## src/include/udbs_pkg.sv

```systemverilog
package udbs_pkg;

  // register offsets in the short i/o space
  localparam logic [7:0] UDBS_DATA_PORT_OFS = 8'h0c;
  localparam logic [7:0] UDBS_STATUS_A_OFS  = 8'h0b;
  // shift applied when the same registers are reached in data space
  localparam logic [7:0] UDBS_DATA_SPACE_OFS = 8'h20;

  // reset values
  localparam logic [7:0] UDBS_DATA_RESET   = 8'h00;
  localparam logic [7:0] UDBS_STATUS_RESET = 8'h20;

  // status register bit positions
  localparam int UDBS_RXC_BIT  = 7;
  localparam int UDBS_TXC_BIT  = 6;
  localparam int UDBS_UDRE_BIT = 5;
  localparam int UDBS_FE_BIT   = 4;
  localparam int UDBS_OVR_BIT  = 3;
  localparam int UDBS_PE_BIT   = 2;
  localparam int UDBS_U2X_BIT  = 1;
  localparam int UDBS_MPCM_BIT = 0;

  // samples per bit at normal and double speed
  localparam logic [4:0] UDBS_RATIO_NORMAL = 5'h10;
  localparam logic [4:0] UDBS_RATIO_DOUBLE = 5'h08;

  // character size codes
  localparam logic [2:0] UDBS_SIZE_5 = 3'h0;
  localparam logic [2:0] UDBS_SIZE_6 = 3'h1;
  localparam logic [2:0] UDBS_SIZE_7 = 3'h2;
  localparam logic [3:0] UDBS_BITS_MAX = 4'h8;

  // frame format handed to both shifters
  typedef struct packed {
    logic [3:0] nbits;
    logic       par_en;
    logic       par_odd;
  } udbs_fmt_t;

  // one receive buffer entry with its error flags
  typedef struct packed {
    logic [7:0] data;
    logic       fe;
    logic       ovr;
    logic       pe;
  } udbs_rx_entry_t;

  // data bits per character; other codes act as eight
  function automatic logic [3:0] udbs_char_bits(input logic [2:0] size);
    case (size)
      UDBS_SIZE_5: udbs_char_bits = 4'h5;
      UDBS_SIZE_6: udbs_char_bits = 4'h6;
      UDBS_SIZE_7: udbs_char_bits = 4'h7;
      default:     udbs_char_bits = UDBS_BITS_MAX;
    endcase
  endfunction : udbs_char_bits

  // mask of the used data bits
  function automatic logic [7:0] udbs_char_mask(input logic [3:0] nbits);
    udbs_char_mask = 8'hff >> (UDBS_BITS_MAX - nbits);
  endfunction : udbs_char_mask

  // parity bit for the used data bits
  function automatic logic udbs_parity(input logic [7:0] data, input udbs_fmt_t fmt);
    udbs_parity = (^(data & udbs_char_mask(fmt.nbits))) ^ fmt.par_odd;
  endfunction : udbs_parity

endpackage : udbs_pkg

```

## src/verilog/udbs_tx_shifter.sv

```systemverilog
`timescale 1ns/10ps
`default_nettype none
module udbs_tx_shifter
  import udbs_pkg::*;
(
  input  wire logic       i_clk,   // system clock
  input  wire logic       i_rst_n, // async reset, active low
  input  wire logic       i_tick,  // sample tick
  input  wire logic [4:0] i_ratio, // samples per bit
  input  wire logic       i_load,  // take i_data, start frame
  input  wire logic [7:0] i_data,  // byte to send
  input  wire udbs_fmt_t  i_fmt,   // frame format
  output logic            o_txd,   // serial output, idle high
  output logic            o_busy,  // frame in progress
  output logic            o_done   // pulse: frame left the shifter
);
  typedef enum logic [2:0] {TX_IDLE, TX_START, TX_DATA, TX_PAR, TX_STOP} udbs_tx_state_t;

  udbs_tx_state_t state_reg;
  logic [4:0]     sub_reg;
  logic [3:0]     bit_reg;
  logic [7:0]     shift_reg;
  logic           par_reg;
  logic           bit_end;

  // a bit period ends after ratio ticks
  assign bit_end = i_tick & (sub_reg == 5'(i_ratio - 5'h01));
  assign o_busy  = (state_reg != TX_IDLE);

  // frame sequencer; only the used data bits go out
  always_ff @(posedge i_clk or negedge i_rst_n) begin
    if (!i_rst_n) begin
      state_reg <= TX_IDLE;
      sub_reg   <= 5'h00;
      bit_reg   <= 4'h0;
      shift_reg <= 8'h00;
      par_reg   <= 1'b0;
      o_txd     <= 1'b1;
      o_done    <= 1'b0;
    end else begin
      o_done <= 1'b0;
      if (i_tick) begin
        sub_reg <= bit_end ? 5'h00 : 5'(sub_reg + 5'h01);
      end
      case (state_reg)
        TX_IDLE: begin
          o_txd <= 1'b1;
          if (i_load) begin
            shift_reg <= i_data & udbs_char_mask(i_fmt.nbits);
            par_reg   <= udbs_parity(i_data, i_fmt);
            sub_reg   <= 5'h00;
            bit_reg   <= 4'h0;
            o_txd     <= 1'b0;
            state_reg <= TX_START;
          end
        end
        TX_START: if (bit_end) begin
          o_txd     <= shift_reg[0];
          shift_reg <= shift_reg >> 1;
          state_reg <= TX_DATA;
        end
        TX_DATA: if (bit_end) begin
          bit_reg <= 4'(bit_reg + 4'h1);
          if (bit_reg == 4'(i_fmt.nbits - 4'h1)) begin
            o_txd     <= i_fmt.par_en ? par_reg : 1'b1;
            state_reg <= i_fmt.par_en ? TX_PAR : TX_STOP;
          end else begin
            o_txd     <= shift_reg[0];
            shift_reg <= shift_reg >> 1;
          end
        end
        TX_PAR: if (bit_end) begin
          o_txd     <= 1'b1;
          state_reg <= TX_STOP;
        end
        TX_STOP: if (bit_end) begin
          o_done    <= 1'b1;
          state_reg <= TX_IDLE;
        end
        default: state_reg <= TX_IDLE;
      endcase
    end
  end
endmodule : udbs_tx_shifter
`default_nettype wire

```

## src/verilog/udbs_rx_shifter.sv

```systemverilog
`timescale 1ns/10ps
`default_nettype none
module udbs_rx_shifter
  import udbs_pkg::*;
(
  input  wire logic       i_clk,   // system clock
  input  wire logic       i_rst_n, // async reset, active low
  input  wire logic       i_en,    // receiver enabled
  input  wire logic       i_tick,  // sample tick
  input  wire logic [4:0] i_ratio, // samples per bit
  input  wire logic       i_rxd,   // synchronised line level
  input  wire udbs_fmt_t  i_fmt,   // frame format
  output logic            o_start, // pulse: start bit detected
  output logic            o_valid, // pulse: character complete
  output udbs_rx_entry_t  o_char   // character and its flags
);
  typedef enum logic [2:0] {RX_IDLE, RX_START, RX_DATA, RX_PAR, RX_STOP} udbs_rx_state_t;

  udbs_rx_state_t state_reg;
  logic [4:0]     sub_reg;
  logic [3:0]     bit_reg;
  logic [7:0]     data_reg;
  logic           par_bad_reg;
  logic           bit_end;
  logic           mid_start;

  // sample the start bit in its middle, later bits one period on
  assign bit_end   = i_tick & (sub_reg == 5'(i_ratio - 5'h01));
  assign mid_start = i_tick & (sub_reg == 5'((i_ratio >> 1) - 5'h01));

  // frame receiver
  always_ff @(posedge i_clk or negedge i_rst_n) begin
    if (!i_rst_n) begin
      state_reg   <= RX_IDLE;
      sub_reg     <= 5'h00;
      bit_reg     <= 4'h0;
      data_reg    <= 8'h00;
      par_bad_reg <= 1'b0;
      o_start     <= 1'b0;
      o_valid     <= 1'b0;
      o_char      <= '0;
    end else begin
      o_start <= 1'b0;
      o_valid <= 1'b0;
      if (i_tick) begin
        sub_reg <= bit_end ? 5'h00 : 5'(sub_reg + 5'h01);
      end
      if (!i_en) begin
        state_reg <= RX_IDLE;
      end else begin
        case (state_reg)
          RX_IDLE: if (!i_rxd) begin
            o_start   <= 1'b1;
            sub_reg   <= 5'h00;
            state_reg <= RX_START;
          end
          RX_START: if (mid_start) begin
            sub_reg   <= 5'h00;
            bit_reg   <= 4'h0;
            data_reg  <= 8'h00; // unused high bits stay zero
            state_reg <= i_rxd ? RX_IDLE : RX_DATA;
          end
          RX_DATA: if (bit_end) begin
            data_reg[bit_reg[2:0]] <= i_rxd;
            bit_reg <= 4'(bit_reg + 4'h1);
            if (bit_reg == 4'(i_fmt.nbits - 4'h1)) begin
              state_reg <= i_fmt.par_en ? RX_PAR : RX_STOP;
            end
          end
          RX_PAR: if (bit_end) begin
            par_bad_reg <= i_rxd ^ udbs_parity(data_reg, i_fmt);
            state_reg   <= RX_STOP;
          end
          RX_STOP: if (bit_end) begin
            o_valid     <= 1'b1;
            o_char.data <= data_reg & udbs_char_mask(i_fmt.nbits);
            o_char.fe   <= ~i_rxd; // first stop bit low
            o_char.ovr  <= 1'b0;
            o_char.pe   <= i_fmt.par_en & par_bad_reg;
            par_bad_reg <= 1'b0;
            state_reg   <= RX_IDLE;
          end
          default: state_reg <= RX_IDLE;
        endcase
      end
    end
  end
endmodule : udbs_rx_shifter
`default_nettype wire

```

## src/verilog/udbs_top.sv

```systemverilog
`timescale 1ns/10ps
`default_nettype none
module udbs_top
  import udbs_pkg::*;
#(
  parameter int RX_DEPTH = 2,  // receive fifo entries
  parameter int DIV_W    = 12  // baud divisor width
) (
  input  wire logic             I_CLK_SYS,     // 200 MHz system clock
  input  wire logic             I_RST_N,       // async reset, active low
  input  wire logic [7:0]       I_ADDR,        // register address
  input  wire logic             I_IO_ACC,      // 1: short i/o address, 0: data space
  input  wire logic             I_WR_STB,      // write strobe, one cycle
  input  wire logic             I_RD_STB,      // read strobe, one cycle
  input  wire logic [7:0]       I_WDATA,       // write data
  output logic      [7:0]       O_RDATA,       // read data
  output logic                  O_RD_VALID,    // pulse: read data valid
  input  wire logic             I_RX_EN,       // receiver enable bit
  input  wire logic             I_TX_EN,       // transmitter enable
  input  wire logic             I_SYNC_MODE,   // 1: synchronous mode
  input  wire logic [2:0]       I_CHAR_SIZE,   // character size code
  input  wire logic [1:0]       I_PARITY_MODE, // parity mode, high bit enables
  input  wire logic [DIV_W-1:0] I_BAUD_DIV,    // baud divisor
  input  wire logic             I_TXC_ACK,     // pulse: tx complete serviced
  input  wire logic             I_RXD,         // serial input pin
  output logic                  O_TXD          // serial out pin
);
  localparam int PTR_W = (RX_DEPTH > 1) ? $clog2(RX_DEPTH) : 1;
  localparam int CNT_W = $clog2(RX_DEPTH + 1);
  localparam logic [CNT_W-1:0] FIFO_FULL = CNT_W'(RX_DEPTH);
  localparam logic [CNT_W-1:0] CNT_ONE   = CNT_W'(1);

  // refuse depths the index arithmetic cannot serve
  generate
    if (RX_DEPTH < 2 || (RX_DEPTH & (RX_DEPTH - 1)) != 0) begin : g_bad_depth
      $error("RX_DEPTH must be a power of two, at least 2");
    end
    if (DIV_W < 1 || DIV_W > 16) begin : g_bad_div
      $error("DIV_W must lie between 1 and 16");
    end
  endgenerate

  // address match in either the i/o or data view
  function automatic logic addr_hit(input logic [7:0] addr,
                                    input logic io_acc,
                                    input logic [7:0] ofs);
    addr_hit = io_acc ? (addr == ofs) : (addr == 8'(ofs + UDBS_DATA_SPACE_OFS));
  endfunction : addr_hit

  // bus decode
  logic data_hit;
  logic stat_hit;
  logic data_wr;
  logic data_rd;
  logic stat_wr;
  logic stat_rd;

  // rx path
  logic           rxd_s1_reg;
  logic           rxd_s2_reg;
  logic           rxd_s3_reg;
  logic           rxd_level_reg;
  logic           rx_start;
  logic           rx_valid;
  udbs_rx_entry_t rx_char;
  udbs_rx_entry_t pend_reg;
  logic           pend_valid_reg;
  logic           ovr_seen_reg;
  udbs_rx_entry_t fifo_mem [RX_DEPTH];
  logic [PTR_W-1:0] head_reg;
  logic [PTR_W-1:0] tail;
  logic [CNT_W-1:0] count_reg;
  logic           fifo_full;
  logic           fifo_empty;
  logic           pop;
  logic           move;
  udbs_rx_entry_t head_entry;

  // tx path
  logic [7:0] tx_hold_reg;
  logic       tx_full_reg;
  logic       tx_load;
  logic       tx_busy;
  logic       tx_done;
  logic       txc_reg;
  logic       txc_clear;

  // status bits kept here
  logic u2x_reg;
  logic mpcm_reg;
  logic [7:0] status;

  // baud and format
  logic [DIV_W-1:0] baud_cnt_reg;
  logic             tick_reg;
  logic [4:0]       ratio;
  udbs_fmt_t        fmt;

  // one address, direction picks the buffer
  assign data_hit = addr_hit(I_ADDR, I_IO_ACC, UDBS_DATA_PORT_OFS);
  assign stat_hit = addr_hit(I_ADDR, I_IO_ACC, UDBS_STATUS_A_OFS);
  assign data_wr  = I_WR_STB & data_hit;
  assign data_rd  = I_RD_STB & data_hit;
  assign stat_wr  = I_WR_STB & stat_hit;
  assign stat_rd  = I_RD_STB & stat_hit;

  // frame format from the control inputs
  assign fmt.nbits   = udbs_char_bits(I_CHAR_SIZE);
  assign fmt.par_en  = I_PARITY_MODE[1];
  assign fmt.par_odd = I_PARITY_MODE[0];

  // double speed only in asynchronous mode
  assign ratio = (u2x_reg & ~I_SYNC_MODE) ? UDBS_RATIO_DOUBLE : UDBS_RATIO_NORMAL;

  // sample tick every divisor+1 clocks
  always_ff @(posedge I_CLK_SYS or negedge I_RST_N) begin
    if (!I_RST_N) begin
      baud_cnt_reg <= '0;
      tick_reg     <= 1'b0;
    end else begin
      tick_reg <= (baud_cnt_reg == '0);
      if (baud_cnt_reg == '0) begin
        baud_cnt_reg <= I_BAUD_DIV;
      end else begin
        baud_cnt_reg <= DIV_W'(baud_cnt_reg - 1'b1);
      end
    end
  end

  // pin synchroniser; level moves when stages two and three agree
  always_ff @(posedge I_CLK_SYS or negedge I_RST_N) begin
    if (!I_RST_N) begin
      rxd_s1_reg    <= 1'b1;
      rxd_s2_reg    <= 1'b1;
      rxd_s3_reg    <= 1'b1;
      rxd_level_reg <= 1'b1;
    end else begin
      rxd_s1_reg <= I_RXD;
      rxd_s2_reg <= rxd_s1_reg;
      rxd_s3_reg <= rxd_s2_reg;
      if (rxd_s2_reg == rxd_s3_reg) begin
        rxd_level_reg <= rxd_s3_reg;
      end
    end
  end

  udbs_rx_shifter u_rx (
    .i_clk   (I_CLK_SYS),
    .i_rst_n (I_RST_N),
    .i_en    (I_RX_EN),
    .i_tick  (tick_reg),
    .i_ratio (ratio),
    .i_rxd   (rxd_level_reg),
    .i_fmt   (fmt),
    .o_start (rx_start),
    .o_valid (rx_valid),
    .o_char  (rx_char)
  );

  // fifo bookkeeping
  assign fifo_full  = (count_reg == FIFO_FULL);
  assign fifo_empty = (count_reg == '0);
  assign pop        = data_rd & ~fifo_empty; // reads advance unless the fifo is empty
  assign move       = pend_valid_reg & (~fifo_full | pop);
  assign tail       = PTR_W'(head_reg + count_reg);
  assign head_entry = fifo_empty ? '0 : fifo_mem[head_reg];

  // waiting character outside the full fifo
  always_ff @(posedge I_CLK_SYS or negedge I_RST_N) begin
    if (!I_RST_N) begin
      pend_reg       <= '0;
      pend_valid_reg <= 1'b0;
    end else if (!I_RX_EN) begin
      pend_valid_reg <= 1'b0;
    end else if (rx_valid) begin
      pend_reg       <= rx_char;
      pend_reg.ovr   <= ovr_seen_reg;
      pend_valid_reg <= 1'b1;
    end else if (move) begin
      pend_valid_reg <= 1'b0;
    end
  end

  // start bit while full with a character waiting
  always_ff @(posedge I_CLK_SYS or negedge I_RST_N) begin
    if (!I_RST_N) begin
      ovr_seen_reg <= 1'b0;
    end else if (!I_RX_EN) begin
      ovr_seen_reg <= 1'b0;
    end else if (rx_start & pend_valid_reg & ~move) begin
      ovr_seen_reg <= 1'b1;
    end else if (rx_valid) begin
      ovr_seen_reg <= 1'b0;
    end
  end

  // fifo storage, written at the tail
  always_ff @(posedge I_CLK_SYS or negedge I_RST_N) begin
    if (!I_RST_N) begin
      for (int i = 0; i < RX_DEPTH; i++) begin
        fifo_mem[i] <= '0;
      end
    end else if (move) begin
      fifo_mem[tail] <= pend_reg;
    end
  end

  // fifo pointers; disable flushes entries and flags
  always_ff @(posedge I_CLK_SYS or negedge I_RST_N) begin
    if (!I_RST_N) begin
      head_reg  <= '0;
      count_reg <= '0;
    end else if (!I_RX_EN) begin
      head_reg  <= '0;
      count_reg <= '0;
    end else begin
      if (pop) begin
        head_reg <= PTR_W'(head_reg + 1'b1);
      end
      case ({move, pop})
        2'b10:   count_reg <= CNT_W'(count_reg + CNT_ONE);
        2'b01:   count_reg <= CNT_W'(count_reg - CNT_ONE);
        default: count_reg <= count_reg;
      endcase
    end
  end

  // transmit holding buffer; writes while full are dropped
  assign tx_load = tx_full_reg & I_TX_EN & ~tx_busy;

  always_ff @(posedge I_CLK_SYS or negedge I_RST_N) begin
    if (!I_RST_N) begin
      tx_hold_reg <= UDBS_DATA_RESET;
      tx_full_reg <= 1'b0;
    end else if (data_wr & ~tx_full_reg) begin
      tx_hold_reg <= I_WDATA;
      tx_full_reg <= 1'b1;
    end else if (tx_load) begin
      tx_full_reg <= 1'b0;
    end
  end

  udbs_tx_shifter u_tx (
    .i_clk   (I_CLK_SYS),
    .i_rst_n (I_RST_N),
    .i_tick  (tick_reg),
    .i_ratio (ratio),
    .i_load  (tx_load),
    .i_data  (tx_hold_reg),
    .i_fmt   (fmt),
    .o_txd   (O_TXD),
    .o_busy  (tx_busy),
    .o_done  (tx_done)
  );

  // tx complete: set wins over clear
  assign txc_clear = I_TXC_ACK | (stat_wr & I_WDATA[UDBS_TXC_BIT]);

  always_ff @(posedge I_CLK_SYS or negedge I_RST_N) begin
    if (!I_RST_N) begin
      txc_reg <= UDBS_STATUS_RESET[UDBS_TXC_BIT];
    end else if (tx_done & ~tx_full_reg) begin
      txc_reg <= 1'b1;
    end else if (txc_clear) begin
      txc_reg <= 1'b0;
    end
  end

  // writable status bits; error positions are not stored
  always_ff @(posedge I_CLK_SYS or negedge I_RST_N) begin
    if (!I_RST_N) begin
      u2x_reg  <= UDBS_STATUS_RESET[UDBS_U2X_BIT];
      mpcm_reg <= UDBS_STATUS_RESET[UDBS_MPCM_BIT];
    end else if (stat_wr) begin
      u2x_reg  <= I_WDATA[UDBS_U2X_BIT];
      mpcm_reg <= I_WDATA[UDBS_MPCM_BIT];
    end
  end

  // status view; errors belong to the head character
  always_comb begin
    status                = 8'h00;
    status[UDBS_RXC_BIT]  = ~fifo_empty;
    status[UDBS_TXC_BIT]  = txc_reg;
    status[UDBS_UDRE_BIT] = ~tx_full_reg;
    status[UDBS_FE_BIT]   = head_entry.fe;
    status[UDBS_OVR_BIT]  = head_entry.ovr;
    status[UDBS_PE_BIT]   = head_entry.pe;
    status[UDBS_U2X_BIT]  = u2x_reg;
    status[UDBS_MPCM_BIT] = mpcm_reg;
  end

  // registered read port; reads of the data port see the rx side
  always_ff @(posedge I_CLK_SYS or negedge I_RST_N) begin
    if (!I_RST_N) begin
      O_RDATA    <= 8'h00;
      O_RD_VALID <= 1'b0;
    end else begin
      O_RD_VALID <= I_RD_STB;
      if (data_rd) begin
        O_RDATA <= head_entry.data;
      end else if (stat_rd) begin
        O_RDATA <= status;
      end else if (I_RD_STB) begin
        O_RDATA <= 8'h00;
      end
    end
  end

endmodule : udbs_top
`default_nettype wire

```

## config.mk

```make
export PLATFORM = sky130hd
export DESIGN_NAME = udbs_top
export DESIGN_NICKNAME = d
export VERILOG_FILES = /design/src/include/udbs_pkg.sv /design/src/verilog/udbs_tx_shifter.sv /design/src/verilog/udbs_rx_shifter.sv /design/src/verilog/udbs_top.sv
export SDC_FILE = /design/constraint.sdc
export NUM_CORES = 1
export LEC_CHECK = 0
export BUFFER_PORTS_ARGS = -buffer_cell sky130_fd_sc_hd__buf_2
export CORE_MARGIN = 3
export CORE_UTILIZATION = 29
export DETAILED_ROUTE_END_ITERATION = 7
export PLACE_DENSITY = 0.43
export SLEW_MARGIN = 10
export SYNTH_ARGS = -nofsm -noshare
export SYNTH_HDL_FRONTEND = slang
export SYNTH_SLANG_ARGS = --single-unit
```

## constraint.sdc

```tcl
create_clock -name I_CLK_SYS -period 2.1 [get_ports I_CLK_SYS]
set_input_delay 0 -clock I_CLK_SYS [delete_from_list [all_inputs] [get_ports I_CLK_SYS]]
set_output_delay 0 -clock I_CLK_SYS [all_outputs]
set_load 0.02 [all_outputs]
```

* After elaboration in Yosys (flattened, before gate mapping)
Index checks and enable logic that the tools add are counted.
** Word-level totals
- Logic and storage cells :: 262
- Bits of input ports :: 43
- Bits in registers :: 132
** Operators by class
- Reductions and logical operators :: 28
- Mux-type cells :: 91
- Shifts and indexed selects :: 1
- Bitwise operators :: 34
- Add/subtract/negate cells :: 13
- Eq/ne operators :: 44
- $lt $le $gt $ge :: 5
** Operators by type and width (count)
- $mux 8 :: 9
- $mux 11 :: 5
- $mux 5 :: 10
- $mux 3 :: 14
- $mux 1 :: 31
- $pmux 3 s5 :: 2
- $pmux 8 s3 :: 1
- $bwmux 22 :: 1
- $ne 2x1->1 const B :: 10
- $and 1x1->1 :: 18
- $and 8x8->8 :: 2
- $eq 8x4->1 const B :: 2
- $eq 8x6->1 const B :: 2
- $mux 4 :: 4
- $pmux 4 s2 :: 2
- $pmux 8 s2 :: 1
- $reduce_xor 8->1 :: 2
- $eq 3x2->1 const B :: 5
- $eq 5x5->1 :: 3
- $ne 3x2->1 const B :: 5
- $logic_not 12->1 :: 1
- $mux 12 :: 1
- $pmux 4 s3 :: 1
- $reduce_and 4->1 :: 3
- other kinds (47) :: 81

* Depth between registers and ports, before layout
Gate-level depths: netlist of run 1.
- Depth after elaboration :: 11
- Mapped depth :: 7
- Mapped depth without buffers :: 6

* By module
A second synthesis of run 1 with hierarchy kept.
** Unflattened totals
- Cells, all modules :: 721
- Area total of the unflattened synthesis :: 7433.4 µm²
** By module, submodules not included
- udbs_top :: instances 1, cells each 282, area an instance 3467.1 µm²
- udbs_rx_shifter :: instances 1, cells each 252, area an instance 2242.2 µm²
- udbs_tx_shifter :: instances 1, cells each 187, area an instance 1724.2 µm²

* Least setup slack after synthesis of run 1
OpenSTA, ideal clock, no wires.
- Kind :: register to register
- Start :: reg u_tx.state_reg[0]
- End :: reg u_tx.shift_reg[0]
- Cell stages (with the launch flop) :: 7
- Arrival :: 1.764 ns
- Buffers on the path :: 2
- Library setup time :: 0.125 ns
- Setup slack :: 0.211 ns
- Clock period less this slack :: 1.889 ns
- Cells stage by stage :: dfrtp_1 > buf_2 > nor2b_1 > o21ba_2 > buf_1 > mux2_2 > mux2_4
** Between the ends
- Cells in the longest elaborated chain, start to end :: 5
** RTL lines
- start: declaration :: line udbs_tx_shifter.sv:19 : udbs_tx_state_t state_reg;
- start signal: assignment :: line udbs_tx_shifter.sv:66 : state_reg <= i_fmt.par_en ? TX_PAR : TX_STOP;
- $reduce_bool 3->1 :: line udbs_tx_shifter.sv:28 : assign o_busy = (state_reg != TX_IDLE);
- $not 1->1 :: line udbs_top.sv:229 : assign tx_load = tx_full_reg & I_TX_EN & ~tx_busy;
- $and 1x1->1 :: line udbs_top.sv:229
- $ne 2x2->1 (no source line)
- $reduce_and 5->1 (no source line)
- end signal: assignment :: line udbs_tx_shifter.sv:49 : shift_reg <= i_data & udbs_char_mask(i_fmt.nbits);
- end signal: assignment :: line udbs_tx_shifter.sv:59 : shift_reg <= shift_reg >> 1;
- end signal: assignment :: line udbs_tx_shifter.sv:69 : shift_reg <= shift_reg >> 1;
- end: declaration :: line udbs_tx_shifter.sv:22 : logic [7:0] shift_reg;
Parallel ways exist; a longest one is shown, timed or not.
A chain may end at the register's enable or synchronous reset.

* Worst setup path in the final report of run 1
- Start :: reg u2x_reg
- End :: reg u_rx.data_reg[4]
** Between the ends
- Cells in the longest elaborated chain, start to end :: 7
** RTL lines
- start: declaration :: line udbs_top.sv:89 : logic u2x_reg;
- start signal: assignment :: line udbs_top.sv:272 : u2x_reg <= UDBS_STATUS_RESET[UDBS_U2X_BIT];
- start signal: assignment :: line udbs_top.sv:275 : u2x_reg <= I_WDATA[UDBS_U2X_BIT];
- $and 1x1->1 (*) :: line udbs_top.sv:113 : assign ratio = (u2x_reg & ~I_SYNC_MODE) ? UDBS_RATIO_DOUBLE : UDBS_RATIO_NORMAL;
- $mux 5 (*) :: line udbs_top.sv:113
- $sub 5x1->5 / $sub 4x1->5 (equally long branches) :: line udbs_rx_shifter.sv:28, udbs_rx_shifter.sv:29
- $eq 5x5->1 (on tied branches) :: line udbs_rx_shifter.sv:28, udbs_rx_shifter.sv:29
- $and 1x1->1 (on tied branches) :: line udbs_rx_shifter.sv:28, udbs_rx_shifter.sv:29
- $ne 2x1->1 (no source line)
- $reduce_and 4->1 (no source line) (*)
- end signal: indexed assignment :: line udbs_rx_shifter.sv:64 : data_reg[bit_reg[2:0]] <= i_rxd;
- end: declaration :: line udbs_rx_shifter.sv:22 : logic [7:0] data_reg;
Every way passes the cells marked *; elsewhere a longest branch is shown, timed or not.

==> results of run 1 <==
==> kinds of logic (layout without fill, tap and decap cells) <==
logic type	count (synthesis)	count (layout)	share of synthesized area
simple gates	261	261	0.189
compound gates	177	177	0.156
flops	132	132	0.470
buf+inv	67	170	0.0394
mux	55	55	0.0897
xor+xnor	36	36	0.0447
fa+ha+maj	7	7	0.0121
==> worst min path at each step <==
stage / slack (ns) / cells past startpoint / endpoint / start
final: 0.03 / 3 / mpcm_reg$_DFFE_PN0P_ / I_WR_STB
after global routing: 0.03 / 3 / u2x_reg$_DFFE_PN0P_ / I_WR_STB
after CTS: 0.008 / 3 / mpcm_reg$_DFFE_PN0P_ / I_WR_STB
after detailed placement: -0.006 / 1 / O_RDATA[5]$_DFFE_PN0P_ / I_RST_N
after global placement: -0.02 / 1 / count_reg[1]$_DFFE_PN0P_ / I_RST_N
after floorplan: -0.30 / 0 / O_RDATA[0]$_DFFE_PN0P_ / I_RST_N
==> cells in the mapped netlist, types with 3 or more instances <==
library cell / count
sky130_fd_sc_hd__a211oi_1: 3
sky130_fd_sc_hd__a21oi_1: 36
sky130_fd_sc_hd__a31oi_1: 7
sky130_fd_sc_hd__and2_1: 5
sky130_fd_sc_hd__and3_1: 3
sky130_fd_sc_hd__buf_2: 9
sky130_fd_sc_hd__clkbuf_1: 33
sky130_fd_sc_hd__dfrtp_1: 127
sky130_fd_sc_hd__dfstp_2: 5
sky130_fd_sc_hd__ha_1: 6
sky130_fd_sc_hd__inv_1: 21
sky130_fd_sc_hd__mux2_2: 32
sky130_fd_sc_hd__mux2_4: 8
sky130_fd_sc_hd__mux2i_1: 14
sky130_fd_sc_hd__nand2_1: 55
sky130_fd_sc_hd__nand2b_1: 19
sky130_fd_sc_hd__nand3_1: 10
sky130_fd_sc_hd__nand3b_1: 4
sky130_fd_sc_hd__nand4_1: 11
sky130_fd_sc_hd__nor2_1: 38
sky130_fd_sc_hd__nor2b_1: 11
sky130_fd_sc_hd__nor3_1: 77
sky130_fd_sc_hd__nor3b_1: 3
sky130_fd_sc_hd__nor4_1: 3
sky130_fd_sc_hd__o211ai_1: 4
sky130_fd_sc_hd__o21a_1: 3
sky130_fd_sc_hd__o21ai_0: 64
sky130_fd_sc_hd__o221ai_1: 6
sky130_fd_sc_hd__o22ai_1: 24
sky130_fd_sc_hd__o31ai_1: 4
sky130_fd_sc_hd__o41ai_1: 7
sky130_fd_sc_hd__or3_1: 5
sky130_fd_sc_hd__xnor2_1: 26
sky130_fd_sc_hd__xor2_1: 10
==> power breakdown <==
part / leakage, nW / total (mW) / internal [mW] / switching [mW]
clock network: 0.310 / 3.22 / 2.11 / 1.11
registers: 1.77 / 2.92 / 2.74 / 0.181
logic: 1.68 / 0.800 / 0.390 / 0.410
==> placed cells by master, fill, tap and decap left out, types with 4 or more instances in the layout <==
cell | Yosys | layout
sky130_fd_sc_hd__or3_1 | 5 | 5
sky130_fd_sc_hd__mux2i_1 | 14 | 14
sky130_fd_sc_hd__a31oi_1 | 7 | 7
sky130_fd_sc_hd__o31ai_1 | 4 | 4
sky130_fd_sc_hd__dlygate4sd3_1 | 0 | 27
sky130_fd_sc_hd__mux2_4 | 8 | 8
sky130_fd_sc_hd__o211ai_1 | 4 | 4
sky130_fd_sc_hd__buf_4 | 0 | 37
sky130_fd_sc_hd__and2_1 | 5 | 6
sky130_fd_sc_hd__xnor2_1 | 26 | 26
sky130_fd_sc_hd__dfrtp_1 | 127 | 125
sky130_fd_sc_hd__o21ai_0 | 64 | 64
sky130_fd_sc_hd__nor3_1 | 77 | 76
sky130_fd_sc_hd__nor2b_1 | 11 | 11
sky130_fd_sc_hd__o221ai_1 | 6 | 6
sky130_fd_sc_hd__clkbuf_16 | 0 | 17
sky130_fd_sc_hd__nand2_1 | 55 | 55
sky130_fd_sc_hd__nor2_1 | 38 | 38
sky130_fd_sc_hd__a21oi_1 | 36 | 36
sky130_fd_sc_hd__mux2_2 | 32 | 32
sky130_fd_sc_hd__ha_1 | 6 | 6
sky130_fd_sc_hd__xor2_1 | 10 | 10
sky130_fd_sc_hd__o41ai_1 | 7 | 6
sky130_fd_sc_hd__inv_1 | 21 | 21
sky130_fd_sc_hd__bufinv_16 | 0 | 4
sky130_fd_sc_hd__clkbuf_8 | 0 | 4
sky130_fd_sc_hd__dfstp_2 | 5 | 5
sky130_fd_sc_hd__buf_2 | 9 | 51
sky130_fd_sc_hd__nand2b_1 | 19 | 19
sky130_fd_sc_hd__nand3_1 | 10 | 10
sky130_fd_sc_hd__nand3b_1 | 4 | 4
sky130_fd_sc_hd__o22ai_1 | 24 | 24
sky130_fd_sc_hd__nand4_1 | 11 | 11
==> stage by stage <==
stage / cells / utilization / area, um^2 / hold WS [ns]
floorplan: 735 / - / 7050 / -0.296
global placement: 1098 / 0.330 / 7810 / -0.0158
detailed placement: 1098 / 0.330 / 7810 / -0.00632
CTS: 1157 / 0.368 / 8720 / 0.00819
global route: 1157 / 0.369 / 8740 / 0.0324
finish: 1157 / 0.369 / 8740 / 0.0265
==> final cells by class <==
cell class / count / area share
Clock buffer: 24 / 0.0563
Sequential cell: 132 / 0.379
Inverter: 21 / 0.00902
Multi-Input combinational cell: 536 / 0.398
Timing Repair Buffer: 117 / 0.0955
Clock inverter: 8 / 0.0168
Tap cell: 319 / 0.0457
==> layer usage <==
| layer | routed length, um | vias up | part of all wire | track usage |
|---|---|---|---|---|
| li1 | - | 2839 | - | - |
| met1 | 8610 | 2914 | 0.46 | 0.188 |
| met2 | 8990 | 138 | 0.48 | 0.244 |
| met3 | 718 | 24 | 0.039 | 0.0321 |
| met4 | 279 | 0 | 0.015 | 0.0430 |
| met5 | 0 | - | 0 | 0 |
==> critical path, delay by kind of cell, from the launching register on <==
kind	cells	cell delay [ns]
flops	1	0.37
buf+inv	1	0.21
compound gates	2	0.45
simple gates	3	0.78
==> timing repair <==
action                                  4_1_cts  5_1_grt
hold buffers                                 27        0
hold endpoints to repair                    119        0
gates resized for setup                       0        4
endpoints found under the setup margin        0        6
==> results.sh, run 1 <==
export IMPL_run_status="complete, no violations"
export IMPL_io_pins=53
export IMPL_dpl_worst_slack_ns=0.0667
export IMPL_grt_start_max_net_pins=67
export IMPL_drv_cap=0
export IMPL_synthesis_stage_register_bit_count=132
export IMPL_area_growth_synth_to_final_pct=23.9
export IMPL_start_util=0.298
export IMPL_n_fill_cell=2439
export IMPL_crit_path_cell_trace="nand2b_1, buf_4, and4b_1, o311ai_2, or2_0, o21ai_0"
export IMPL_crit_path_top_delay_cell="sky130_fd_sc_hd__or2_0"
export IMPL_synth_area_per_cell_um2=9.59
export IMPL_rsz0062_at_grt="no"
export IMPL_area_of_the_multi_input_gates_um2=3470
export IMPL_cp_endpoint="u_rx.data_reg[4]$_DFFE_PN0P_"
export IMPL_avgViaCountPerCell=5.11
export IMPL_area_of_the_die_um2=26200
export IMPL_regArea_um2=3310
export IMPL_fin_nets=874
export IMPL_critPathRequiredTime_ns=2.37
export IMPL_synth_edff_count=0
export IMPL_hold_viol_final=0
export IMPL_drc=0
export IMPL_worstSetupStartpointType="flop"
export IMPL_grt_ovfl_total=0
export IMPL_placement_rows=56
export IMPL_worstRegToRegCells=6
export IMPL_crit_type="reg -> reg"
export IMPL_drtIter0Drc=388
export IMPL_number_of_antenna_violations_at_the_first_check_in_global_routing=0
export IMPL_worstReg2RegEnd="u_rx.data_reg[4]$_DFFE_PN0P_"
export IMPL_power_leakage_nw=3.76
export IMPL_worst_pin_slew_ns=0.989
export IMPL_via_count_of_the_first_global_routing_pass=5824
export IMPL_worst_setup_path_end_kind="flop"
export IMPL_place_congestion=0.796
export IMPL_slew_violations=0
export IMPL_p_per_area_nw_per_um2=795
export IMPL_setup_fix_buffers_added_after_clock_tree_synthesis=0
export IMPL_finalSetupViolations=0
export IMPL_ys_async_sr_fraction=1.00
export IMPL_hpwlAfterDp_mm=12.9
export IMPL_finClkSkew_ns=0.00964
export IMPL_h_tree_depth=4
export IMPL_synth_top_area_frac=0.451
export IMPL_timing_reg2reg_setup_slack_ns=0.15
export IMPL_synth_warning_count=0
export IMPL_worst_path_largest_cell_delay_ns=0.43
export IMPL_number_of_nets_with_antenna_violations_after_routing=0
export IMPL_clock_insertion_delay_worst_skew_ns=0.41
export IMPL_yosysSeqAreaShare=0.470
export IMPL_cts_buffers_inserted=17
export IMPL_regToRegStartpoint="u2x_reg$_DFFE_PN0P_"
export IMPL_period_share=0.926
export IMPL_cts_reportedPaths_clkPinSlew_ns=0.06
export IMPL_tritoncts="yes"
export IMPL_avgRoutedWirePerCell_um=16.1
export IMPL_power_total_mw=6.94
export IMPL_drive_gt1_frac=0.211
export IMPL_global_route_wire_length_before_repair_mm=30.6
export IMPL_relSlewSlack=0.338
export IMPL_worst_setup_path_startpoint="u2x_reg$_DFFE_PN0P_"
export IMPL_die_y_um=162
export IMPL_synth_top_cell_by_area="sky130_fd_sc_hd__dfrtp_1"
export IMPL_netlist_area_pre_place_um2=7050
export IMPL_netlist_instances=735
export IMPL_number_of_distinct_library_cells_after_synthesis=67
export IMPL_dominantRegCellSynth="sky130_fd_sc_hd__dfrtp_1"
export IMPL_drt_pass1_iterations=5
export IMPL_timing_critical_path_fanout_max=8
export IMPL_crit_path_dat_ns=2.22
export IMPL_antenna_diode_count=0
export IMPL_cts_root_buffer_cell="sky130_fd_sc_hd__clkbuf_16"
export IMPL_hold_path_class="in -> reg"
export IMPL_wl_mm=18.6
export IMPL_post_layout_min_period_ns=1.95
export IMPL_synth_fp_nets=784
export IMPL_setup_tns_ns=0
export IMPL_postLayoutSetupSlackWorst_ns=0.154
export IMPL_synthTopCellsByArea="sky130_fd_sc_hd__dfrtp_1, sky130_fd_sc_hd__nor3_1, sky130_fd_sc_hd__mux2_2, sky130_fd_sc_hd__o21ai_0, sky130_fd_sc_hd__xnor2_1"
export IMPL_clockBufferDepth=2
export IMPL_dr_total_vias=5915
export IMPL_number_of_flip_flops_in_the_largest_register=22
export IMPL_vdd_ir_drop_max_uv=430
export IMPL_max_freq_mhz=514
export IMPL_numClockSinks=132
export IMPL_core_um2=23700
export IMPL_placement_io_buffers=52
export IMPL_grt_use_total=0.145
export IMPL_width_of_the_chip_um=162
Note: power is estimated with default switching activity, not from simulation.
==> run 2, diff against run 1 <==
--- a/config.mk
+++ b/config.mk
@@ -5,6 +5,7 @@
 export SDC_FILE = /design/constraint.sdc
 export NUM_CORES = 1
 export LEC_CHECK = 0
+export ABC_AREA = 1
 export BUFFER_PORTS_ARGS = -buffer_cell sky130_fd_sc_hd__buf_2
 export CORE_MARGIN = 3
 export CORE_UTILIZATION = 29
==> results.sh, run 2 <==
export IMPL_synth_compound_gate_area_share=0.115
export IMPL_synth_top_area_frac=0.464
export IMPL_fin_nets=1011
export IMPL_critPathRequiredTime_ns=2.42
export IMPL_drtIter0Drc=336
export IMPL_io_pins=53
export IMPL_yosys_top_cells_count="sky130_fd_sc_hd__nand2_1, sky130_fd_sc_hd__dfrtp_1, sky130_fd_sc_hd__inv_1, sky130_fd_sc_hd__o21ai_0, sky130_fd_sc_hd__nor2_1"
export IMPL_layout_cells_most_common="sky130_fd_sc_hd__nand2_1"
export IMPL_number_of_nets_with_antenna_violations_after_routing=0
export IMPL_grt_use_total=0.137
export IMPL_number_of_antenna_violations_at_the_first_check_in_global_routing=0
export IMPL_drt_pass1_iterations=5
export IMPL_crit_path_dat_ns=2.14
export IMPL_worstRegToRegCells=9
export IMPL_dr_total_vias=5713
export IMPL_p_per_area_nw_per_um2=961
export IMPL_area_of_the_die_um2=25500
export IMPL_wl_mm=16.8
export IMPL_cts_reportedPaths_clkPinSlew_ns=0.06
export IMPL_number_of_distinct_library_cells_after_synthesis=46
export IMPL_cts_resized_gates=0
export IMPL_whs_endpoint="O_RDATA[5]$_DFFE_PN0P_"
export IMPL_grt_ovfl_total=0
export IMPL_period_share=0.862
export IMPL_area_growth_synth_to_final_pct=22.5
export IMPL_hold_path_class="in -> reg"
export IMPL_drc=0
export IMPL_clockBufferDepth=2
export IMPL_synth_edff_count=0
export IMPL_grt_start_max_net_pins=59
export IMPL_synth_xor_xnor_area_share=0.0166
export IMPL_start_util=0.299
export IMPL_power_switching_mw=2.57
export IMPL_number_of_flip_flops_in_the_largest_register=22
export IMPL_post_route_utilization=0.366
export IMPL_rsz0062_at_grt="no"
export IMPL_yosys_area_share_adder=0.0124
export IMPL_worst_setup_path_end_kind="flop"
export IMPL_worstReg2RegEnd="u_rx.o_char[0]$_DFFE_PN0P_"
export IMPL_antenna_diode_count=0
export IMPL_switching_share=0.319
export IMPL_via_count_of_the_first_global_routing_pass=5562
export IMPL_synth_fp_nets=924
export IMPL_worst_hold_path_num_cells=4
export IMPL_dominantRegCellSynth="sky130_fd_sc_hd__dfrtp_1"
export IMPL_drive_gt1_frac=0.144
export IMPL_yosys_area_share_simple=0.290
export IMPL_yosysSeqAreaShare=0.483
export IMPL_worst_pin_slew_ns=0.569
export IMPL_relSlewSlack=0.621
export IMPL_hpwlAfterDp_mm=12.1
export IMPL_post_layout_min_period_ns=1.81
export IMPL_placement_io_buffers=52
export IMPL_max_freq_mhz=552
export IMPL_avgRoutedWirePerCell_um=13.1
export IMPL_numClockSinks=132
export IMPL_synth_top_family_by_area="simple AND/OR/NAND/NOR gates"
export IMPL_place_congestion=0.818
export IMPL_h_tree_depth=4
export IMPL_timing_critical_path_fanout_max=19
export IMPL_synth_top_cell_by_area="sky130_fd_sc_hd__dfrtp_1"
export IMPL_synthTopCellsByArea="sky130_fd_sc_hd__dfrtp_1, sky130_fd_sc_hd__nand2_1, sky130_fd_sc_hd__inv_1, sky130_fd_sc_hd__o21ai_0, sky130_fd_sc_hd__nand3_1"
export IMPL_crit_type="reg -> reg"
export IMPL_drv_cap=0
export IMPL_area_of_the_multi_input_gates_um2=3010
export IMPL_netlist_instances=875
export IMPL_finClkSkew_ns=0.0107
export IMPL_power_frac_seq=0.382
export IMPL_hold_viol_final=0
export IMPL_synthesis_stage_register_bit_count=132
export IMPL_cts_buffers_inserted=17
export IMPL_regArea_um2=3310
export IMPL_ys_async_sr_fraction=1.00
export IMPL_cts_root_buffer_cell="sky130_fd_sc_hd__clkbuf_16"
export IMPL_post_synth_mux_area_share=0.00438
export IMPL_tritoncts="yes"
export IMPL_regToRegStartpoint="u_rx.sub_reg[0]$_DFF_PN0_"
export IMPL_netlist_area_pre_place_um2=6850
export IMPL_setup_tns_ns=0
export IMPL_finalSetupViolations=0
export IMPL_n_fill_cell=2414
export IMPL_yosys_cell_count_top_type="sky130_fd_sc_hd__nand2_1"
export IMPL_run_status="complete, no violations"
export IMPL_placement_rows=55
export IMPL_p_clk_frac=0.399
export IMPL_width_of_the_chip_um=160
export IMPL_slew_violations=0
export IMPL_hold_path_startpoint="I_ADDR[2]"
export IMPL_vdd_ir_drop_max_uv=427
export IMPL_avgViaCountPerCell=4.44
export IMPL_power_share_combinational=0.219
export IMPL_cellInternalPower_mw=5.49
export IMPL_core_um2=22900
export IMPL_synth_area_per_cell_um2=7.83
export IMPL_timing_reg2reg_setup_slack_ns=0.29
export IMPL_clock_insertion_delay_worst_skew_ns=0.42
export IMPL_die_y_um=160
export IMPL_final_cell_mix="sky130_fd_sc_hd__nand2_1, sky130_fd_sc_hd__dfrtp_1, sky130_fd_sc_hd__inv_1"
export IMPL_power_leakage_nw=4.14
export IMPL_synth_warning_count=0
export IMPL_global_route_wire_length_before_repair_mm=28.3
export IMPL_worstSetupStartpointType="flop"
[run 2: cell count changes after synthesis, sizes merged, moves of 22 or more]
cell	delta
nand2	+225
inv	+79
nor3	-60
nand3	+55
mux2	-41
nor2	+30
o21ai	+29
clkbuf	-25
o22ai	-22
[run 2: stage by stage]
| step | power, mW | setup slack (ns) | hold WS [ns] | instance area, um^2 | cells |
|---|---|---|---|---|---|
| 2_1_floorplan | 4.47 | 0.598 | -0.296 | 6850 | 875 |
| 3_3_place_gp | 4.89 | 0.352 | 0.0280 | 7480 | 1229 |
| 3_5_place_dp | 4.87 | 0.279 | 0.0289 | 7480 | 1229 |
| 4_1_cts | 8.19 | 0.269 | 0.00673 | 8390 | 1288 |
| 5_1_grt | 8.61 | 0.105 | 0.0525 | 8390 | 1288 |
| 6_report | 8.07 | 0.290 | 0.0221 | 8390 | 1288 |
[run 2: worst max-delay path by stage]
| stage | from | slack (ns) | end |
|---|---|---|---|
| 6_report | u_rx.sub_reg[0]$_DFF_PN0_ | 0.29 | u_rx.o_char[0]$_DFFE_PN0P_ |
| 2_1_floorplan | u_rx.sub_reg[0]$_DFF_PN0_ | 0.60 | u_rx.o_char[9]$_DFFE_PN0P_ |
| 5_1_grt | u_rx.sub_reg[0]$_DFF_PN0_ | 0.11 | u_rx.o_char[0]$_DFFE_PN0P_ |
| 3_3_place_gp | u_rx.sub_reg[0]$_DFF_PN0_ | 0.35 | u_rx.o_char[0]$_DFFE_PN0P_ |
| 4_1_cts | u_rx.sub_reg[0]$_DFF_PN0_ | 0.27 | u_rx.o_char[0]$_DFFE_PN0P_ |
| 3_5_place_dp | u_rx.sub_reg[0]$_DFF_PN0_ | 0.28 | u_rx.o_char[0]$_DFFE_PN0P_ |
[run 2: kinds of logic (layout without fill, tap and decap cells)]
kind of cell	Yosys count	after routing
AO/OA/AOI/OAI	142	142
XOR/XNOR	13	13
adder cells (fa/ha/maj)	7	7
buffers and inverters	126	226
flip-flops	132	132
multiplexers	3	3
AND/OR/NAND/NOR	452	452
[run 2: critical path: stages, from the launching register on]
cell and delay [ns]:
sky130_fd_sc_hd__dfrtp_1 0.37, sky130_fd_sc_hd__ha_1 0.22, sky130_fd_sc_hd__nand3_4 0.09, sky130_fd_sc_hd__nor2_1 0.13, sky130_fd_sc_hd__nand3_2 0.17, sky130_fd_sc_hd__inv_1 0.14, sky130_fd_sc_hd__nand2_2 0.27, sky130_fd_sc_hd__inv_1 0.17
sky130_fd_sc_hd__nand3_1 0.08, sky130_fd_sc_hd__o21ai_0 0.08
[run 2: final cells by class]
cell class | count | share of cell area
flip-flops and latches | 132 | 0.394
multi-input cells | 617 | 0.358
repair buffers | 92 | 0.0786
clock buffers | 20 | 0.0544
well taps | 313 | 0.0467
inverters | 102 | 0.0462
clock inverters | 12 | 0.0212
[run 2: power by group through the flow]
stage / registers, mW / logic (mW) / clock network [mW]
2_1_floorplan: 3.04 / 1.43 / 0
3_3_place_gp: 3.13 / 1.76 / 0
3_5_place_dp: 3.13 / 1.75 / 0
4_1_cts: 3.09 / 1.79 / 3.31
5_1_grt: 3.13 / 2.07 / 3.41
6_report: 3.08 / 1.77 / 3.22
[run 2: repair_timing]
item	in CTS	in global routing
buffers inserted	0	0
hold buffers	27	0
endpoints found under the hold margin	82	0
[run 2: metal layers]
| layer | global-route usage | part of all wire |
|---|---|---|
| met5 | 0 | 0 |
| met1 | 0.193 | 0.52 |
| met3 | 0.0316 | 0.037 |
| met4 | 0.0366 | 0.0093 |
| met2 | 0.212 | 0.44 |
==> run 3, diff against run 2 <==
--- a/config.mk
+++ b/config.mk
@@ -10,6 +10,7 @@
 export CORE_MARGIN = 3
 export CORE_UTILIZATION = 29
 export DETAILED_ROUTE_END_ITERATION = 7
+export GPL_TIMING_DRIVEN = 0
 export PLACE_DENSITY = 0.43
 export SLEW_MARGIN = 10
 export SYNTH_ARGS = -nofsm -noshare
==> results.sh, run 3 (same netlist as run 2, synthesis figures left out) <==
export IMPL_h_tree_depth=4
export IMPL_hold_viol_final=0
export IMPL_number_of_nets_with_antenna_violations_after_routing=0
export IMPL_rsz0062_at_grt="no"
export IMPL_finClkSkew_ns=0.0111
export IMPL_setup_fix_buffers_added_after_clock_tree_synthesis=0
export IMPL_clockBufferDepth=2
export IMPL_drv_cap=0
export IMPL_crit_type="reg -> reg"
export IMPL_fin_nets=1025
export IMPL_avgRoutedWirePerCell_um=13.3
export IMPL_crit_path_cell_trace="inv_1, nor2_2, nand2_1, nand3_2, inv_1, nand2_2, buf_6, nand2_1, o21ai_2"
export IMPL_hold_path_class="in -> reg"
export IMPL_layout_cells_most_common="sky130_fd_sc_hd__nand2_1"
export IMPL_drt_pass1_iterations=5
export IMPL_whs_endpoint="pend_reg[3]$_DFFE_PN0P_"
export IMPL_io_pins=53
export IMPL_power_leakage_nw=4.15
export IMPL_drive_gt1_frac=0.146
export IMPL_global_route_wire_length_before_repair_mm=29.7
export IMPL_crit_path_dat_ns=2.10
export IMPL_hpwlAfterDp_mm=12.3
export IMPL_worstReg2RegEnd="u_rx.o_char[9]$_DFFE_PN0P_"
export IMPL_dr_total_vias=5787
export IMPL_via_count_of_the_first_global_routing_pass=5777
export IMPL_area_growth_synth_to_final_pct=23.0
export IMPL_drc=0
export IMPL_dpl_worst_slack_ns=0.301
export IMPL_post_layout_min_period_ns=1.79
export IMPL_slew_violations=0
export IMPL_grt_ovfl_total=0
export IMPL_finalSetupViolations=0
export IMPL_hold_path_startpoint="I_RX_EN"
export IMPL_p_per_area_nw_per_um2=952
export IMPL_width_of_the_chip_um=160
export IMPL_placement_io_buffers=52
export IMPL_numClockSinks=132
export IMPL_clock_insertion_delay_worst_skew_ns=0.42
export IMPL_setup_tns_ns=0
export IMPL_worst_setup_path_end_kind="flop"
export IMPL_drtIter0Drc=323
export IMPL_worstRegToRegCells=9
export IMPL_antenna_diode_count=0
export IMPL_worst_pin_slew_ns=0.546
export IMPL_number_of_flip_flops_in_the_largest_register=22
export IMPL_crit_path_top_delay_cell="sky130_fd_sc_hd__dfrtp_1"
export IMPL_area_of_the_die_um2=25500
export IMPL_final_cell_mix="sky130_fd_sc_hd__nand2_1, sky130_fd_sc_hd__dfrtp_1, sky130_fd_sc_hd__inv_1"
export IMPL_avgViaCountPerCell=4.44
export IMPL_place_congestion=0.790
export IMPL_start_util=0.299
export IMPL_regToRegStartpoint="u2x_reg$_DFFE_PN0P_"
export IMPL_max_freq_mhz=558
export IMPL_postLayoutSetupSlackWorst_ns=0.309
export IMPL_worstSetupStartpointType="flop"
export IMPL_critPathRequiredTime_ns=2.41
export IMPL_wl_mm=17.3
export IMPL_cts_buffers_inserted=17
export IMPL_core_um2=22900
export IMPL_fin_hold_ws_ns=0.0206
export IMPL_placement_rows=55
export IMPL_timing_critical_path_fanout_max=10
export IMPL_worst_hold_path_num_cells=4
export IMPL_period_share=0.853
export IMPL_cts_root_buffer_cell="sky130_fd_sc_hd__clkbuf_16"
export IMPL_run_status="complete, no violations"
export IMPL_cts_reportedPaths_clkPinSlew_ns=0.06
export IMPL_vdd_ir_drop_max_uv=398
export IMPL_die_y_um=160
export IMPL_grt_use_total=0.143
export IMPL_tritoncts="yes"
export IMPL_grt_start_max_net_pins=88
export IMPL_number_of_antenna_violations_at_the_first_check_in_global_routing=0
export IMPL_relSlewSlack=0.636
export IMPL_timing_reg2reg_setup_slack_ns=0.31
export IMPL_worst_path_largest_cell_delay_ns=0.39
[run 3: changes by cell type in the layout (fill, tap and decap cells not counted), moves of 2 or more]
cell | before | now
sky130_fd_sc_hd__inv_6 | 1 | 6
sky130_fd_sc_hd__bufinv_16 | 4 | 2
sky130_fd_sc_hd__buf_6 | 1 | 5
sky130_fd_sc_hd__buf_12 | 2 | 0
sky130_fd_sc_hd__dlygate4sd3_1 | 27 | 29
sky130_fd_sc_hd__inv_8 | 0 | 2
sky130_fd_sc_hd__buf_4 | 11 | 2
sky130_fd_sc_hd__clkbuf_1 | 1 | 8
sky130_fd_sc_hd__clkinv_2 | 3 | 1
sky130_fd_sc_hd__buf_2 | 51 | 59
sky130_fd_sc_hd__clkbuf_8 | 2 | 0
[run 3: where the power goes]
group | leakage, nW | switching (mW) | internal (mW)
clock network | 0.291 | 1.27 | 1.79
logic | 2.18 | 1.23 | 0.691
registers | 1.68 | 0.221 | 2.82
total | 4.15 | 2.72 | 5.30
[run 3: routing by layer]
metal,track usage,vias to the layer above,routed length (um)
met5,0,-,0
met4,0.0478,0,259
met3,0.0301,15,562
met2,0.223,101,7680
met1,0.198,2635,8790
li1,-,3036,-
[run 3: layout make-up]
cell class	instances	area, um^2
Buffer	24	146
Clock buffer	18	429
Clock inverter	14	165
Fill cell	2474	14500
Inverter	102	388
Multi-Input combinational cell	617	3010
Sequential cell	132	3310
Tap cell	313	392
Timing Repair Buffer	82	588
[run 3: worst max path at each step]
| stage | from | end | slack (ns) |
|---|---|---|---|
| 2_1_floorplan | u_rx.sub_reg[0]$_DFF_PN0_ | u_rx.o_char[9]$_DFFE_PN0P_ | 0.60 |
| 3_3_place_gp | I_RST_N | baud_cnt_reg[10]$_DFF_PN0_ | -1.09 |
| 3_5_place_dp | u_rx.sub_reg[0]$_DFF_PN0_ | u_rx.o_char[9]$_DFFE_PN0P_ | 0.30 |
| 4_1_cts | u2x_reg$_DFFE_PN0P_ | u_rx.o_char[9]$_DFFE_PN0P_ | 0.28 |
| 5_1_grt | rxd_level_reg$_DFFE_PN1N_ | u_rx.par_bad_reg$_DFFE_PN0P_ | 0.13 |
| 6_report | u2x_reg$_DFFE_PN0P_ | u_rx.o_char[9]$_DFFE_PN0P_ | 0.31 |
[run 3: timing repair]
action	in CTS	in global routing
hold buffers	29	0
resized for setup	0	0
hold endpoints to repair	155	0
[run 3: critical path, delay by kind of cell, from the launching register on]
kind	cells	cell delay, ns
AO/OA/AOI/OAI	1	0.05
buffers and inverters	3	0.58
flip-flops	1	0.39
AND/OR/NAND/NOR	5	0.65
[run 3: per-stage QoR]
step / total power, mW / util / instances / cell area, um^2
after global routing: 8.62 / 0.368 / 1302 / 8420
after CTS: 8.16 / 0.368 / 1302 / 8420
after global placement: 4.98 / 0.327 / 1240 / 7500
final: 8.02 / 0.368 / 1302 / 8420
after detailed placement: 4.99 / 0.329 / 1241 / 7540
after floorplan: 4.47 / - / 875 / 6850
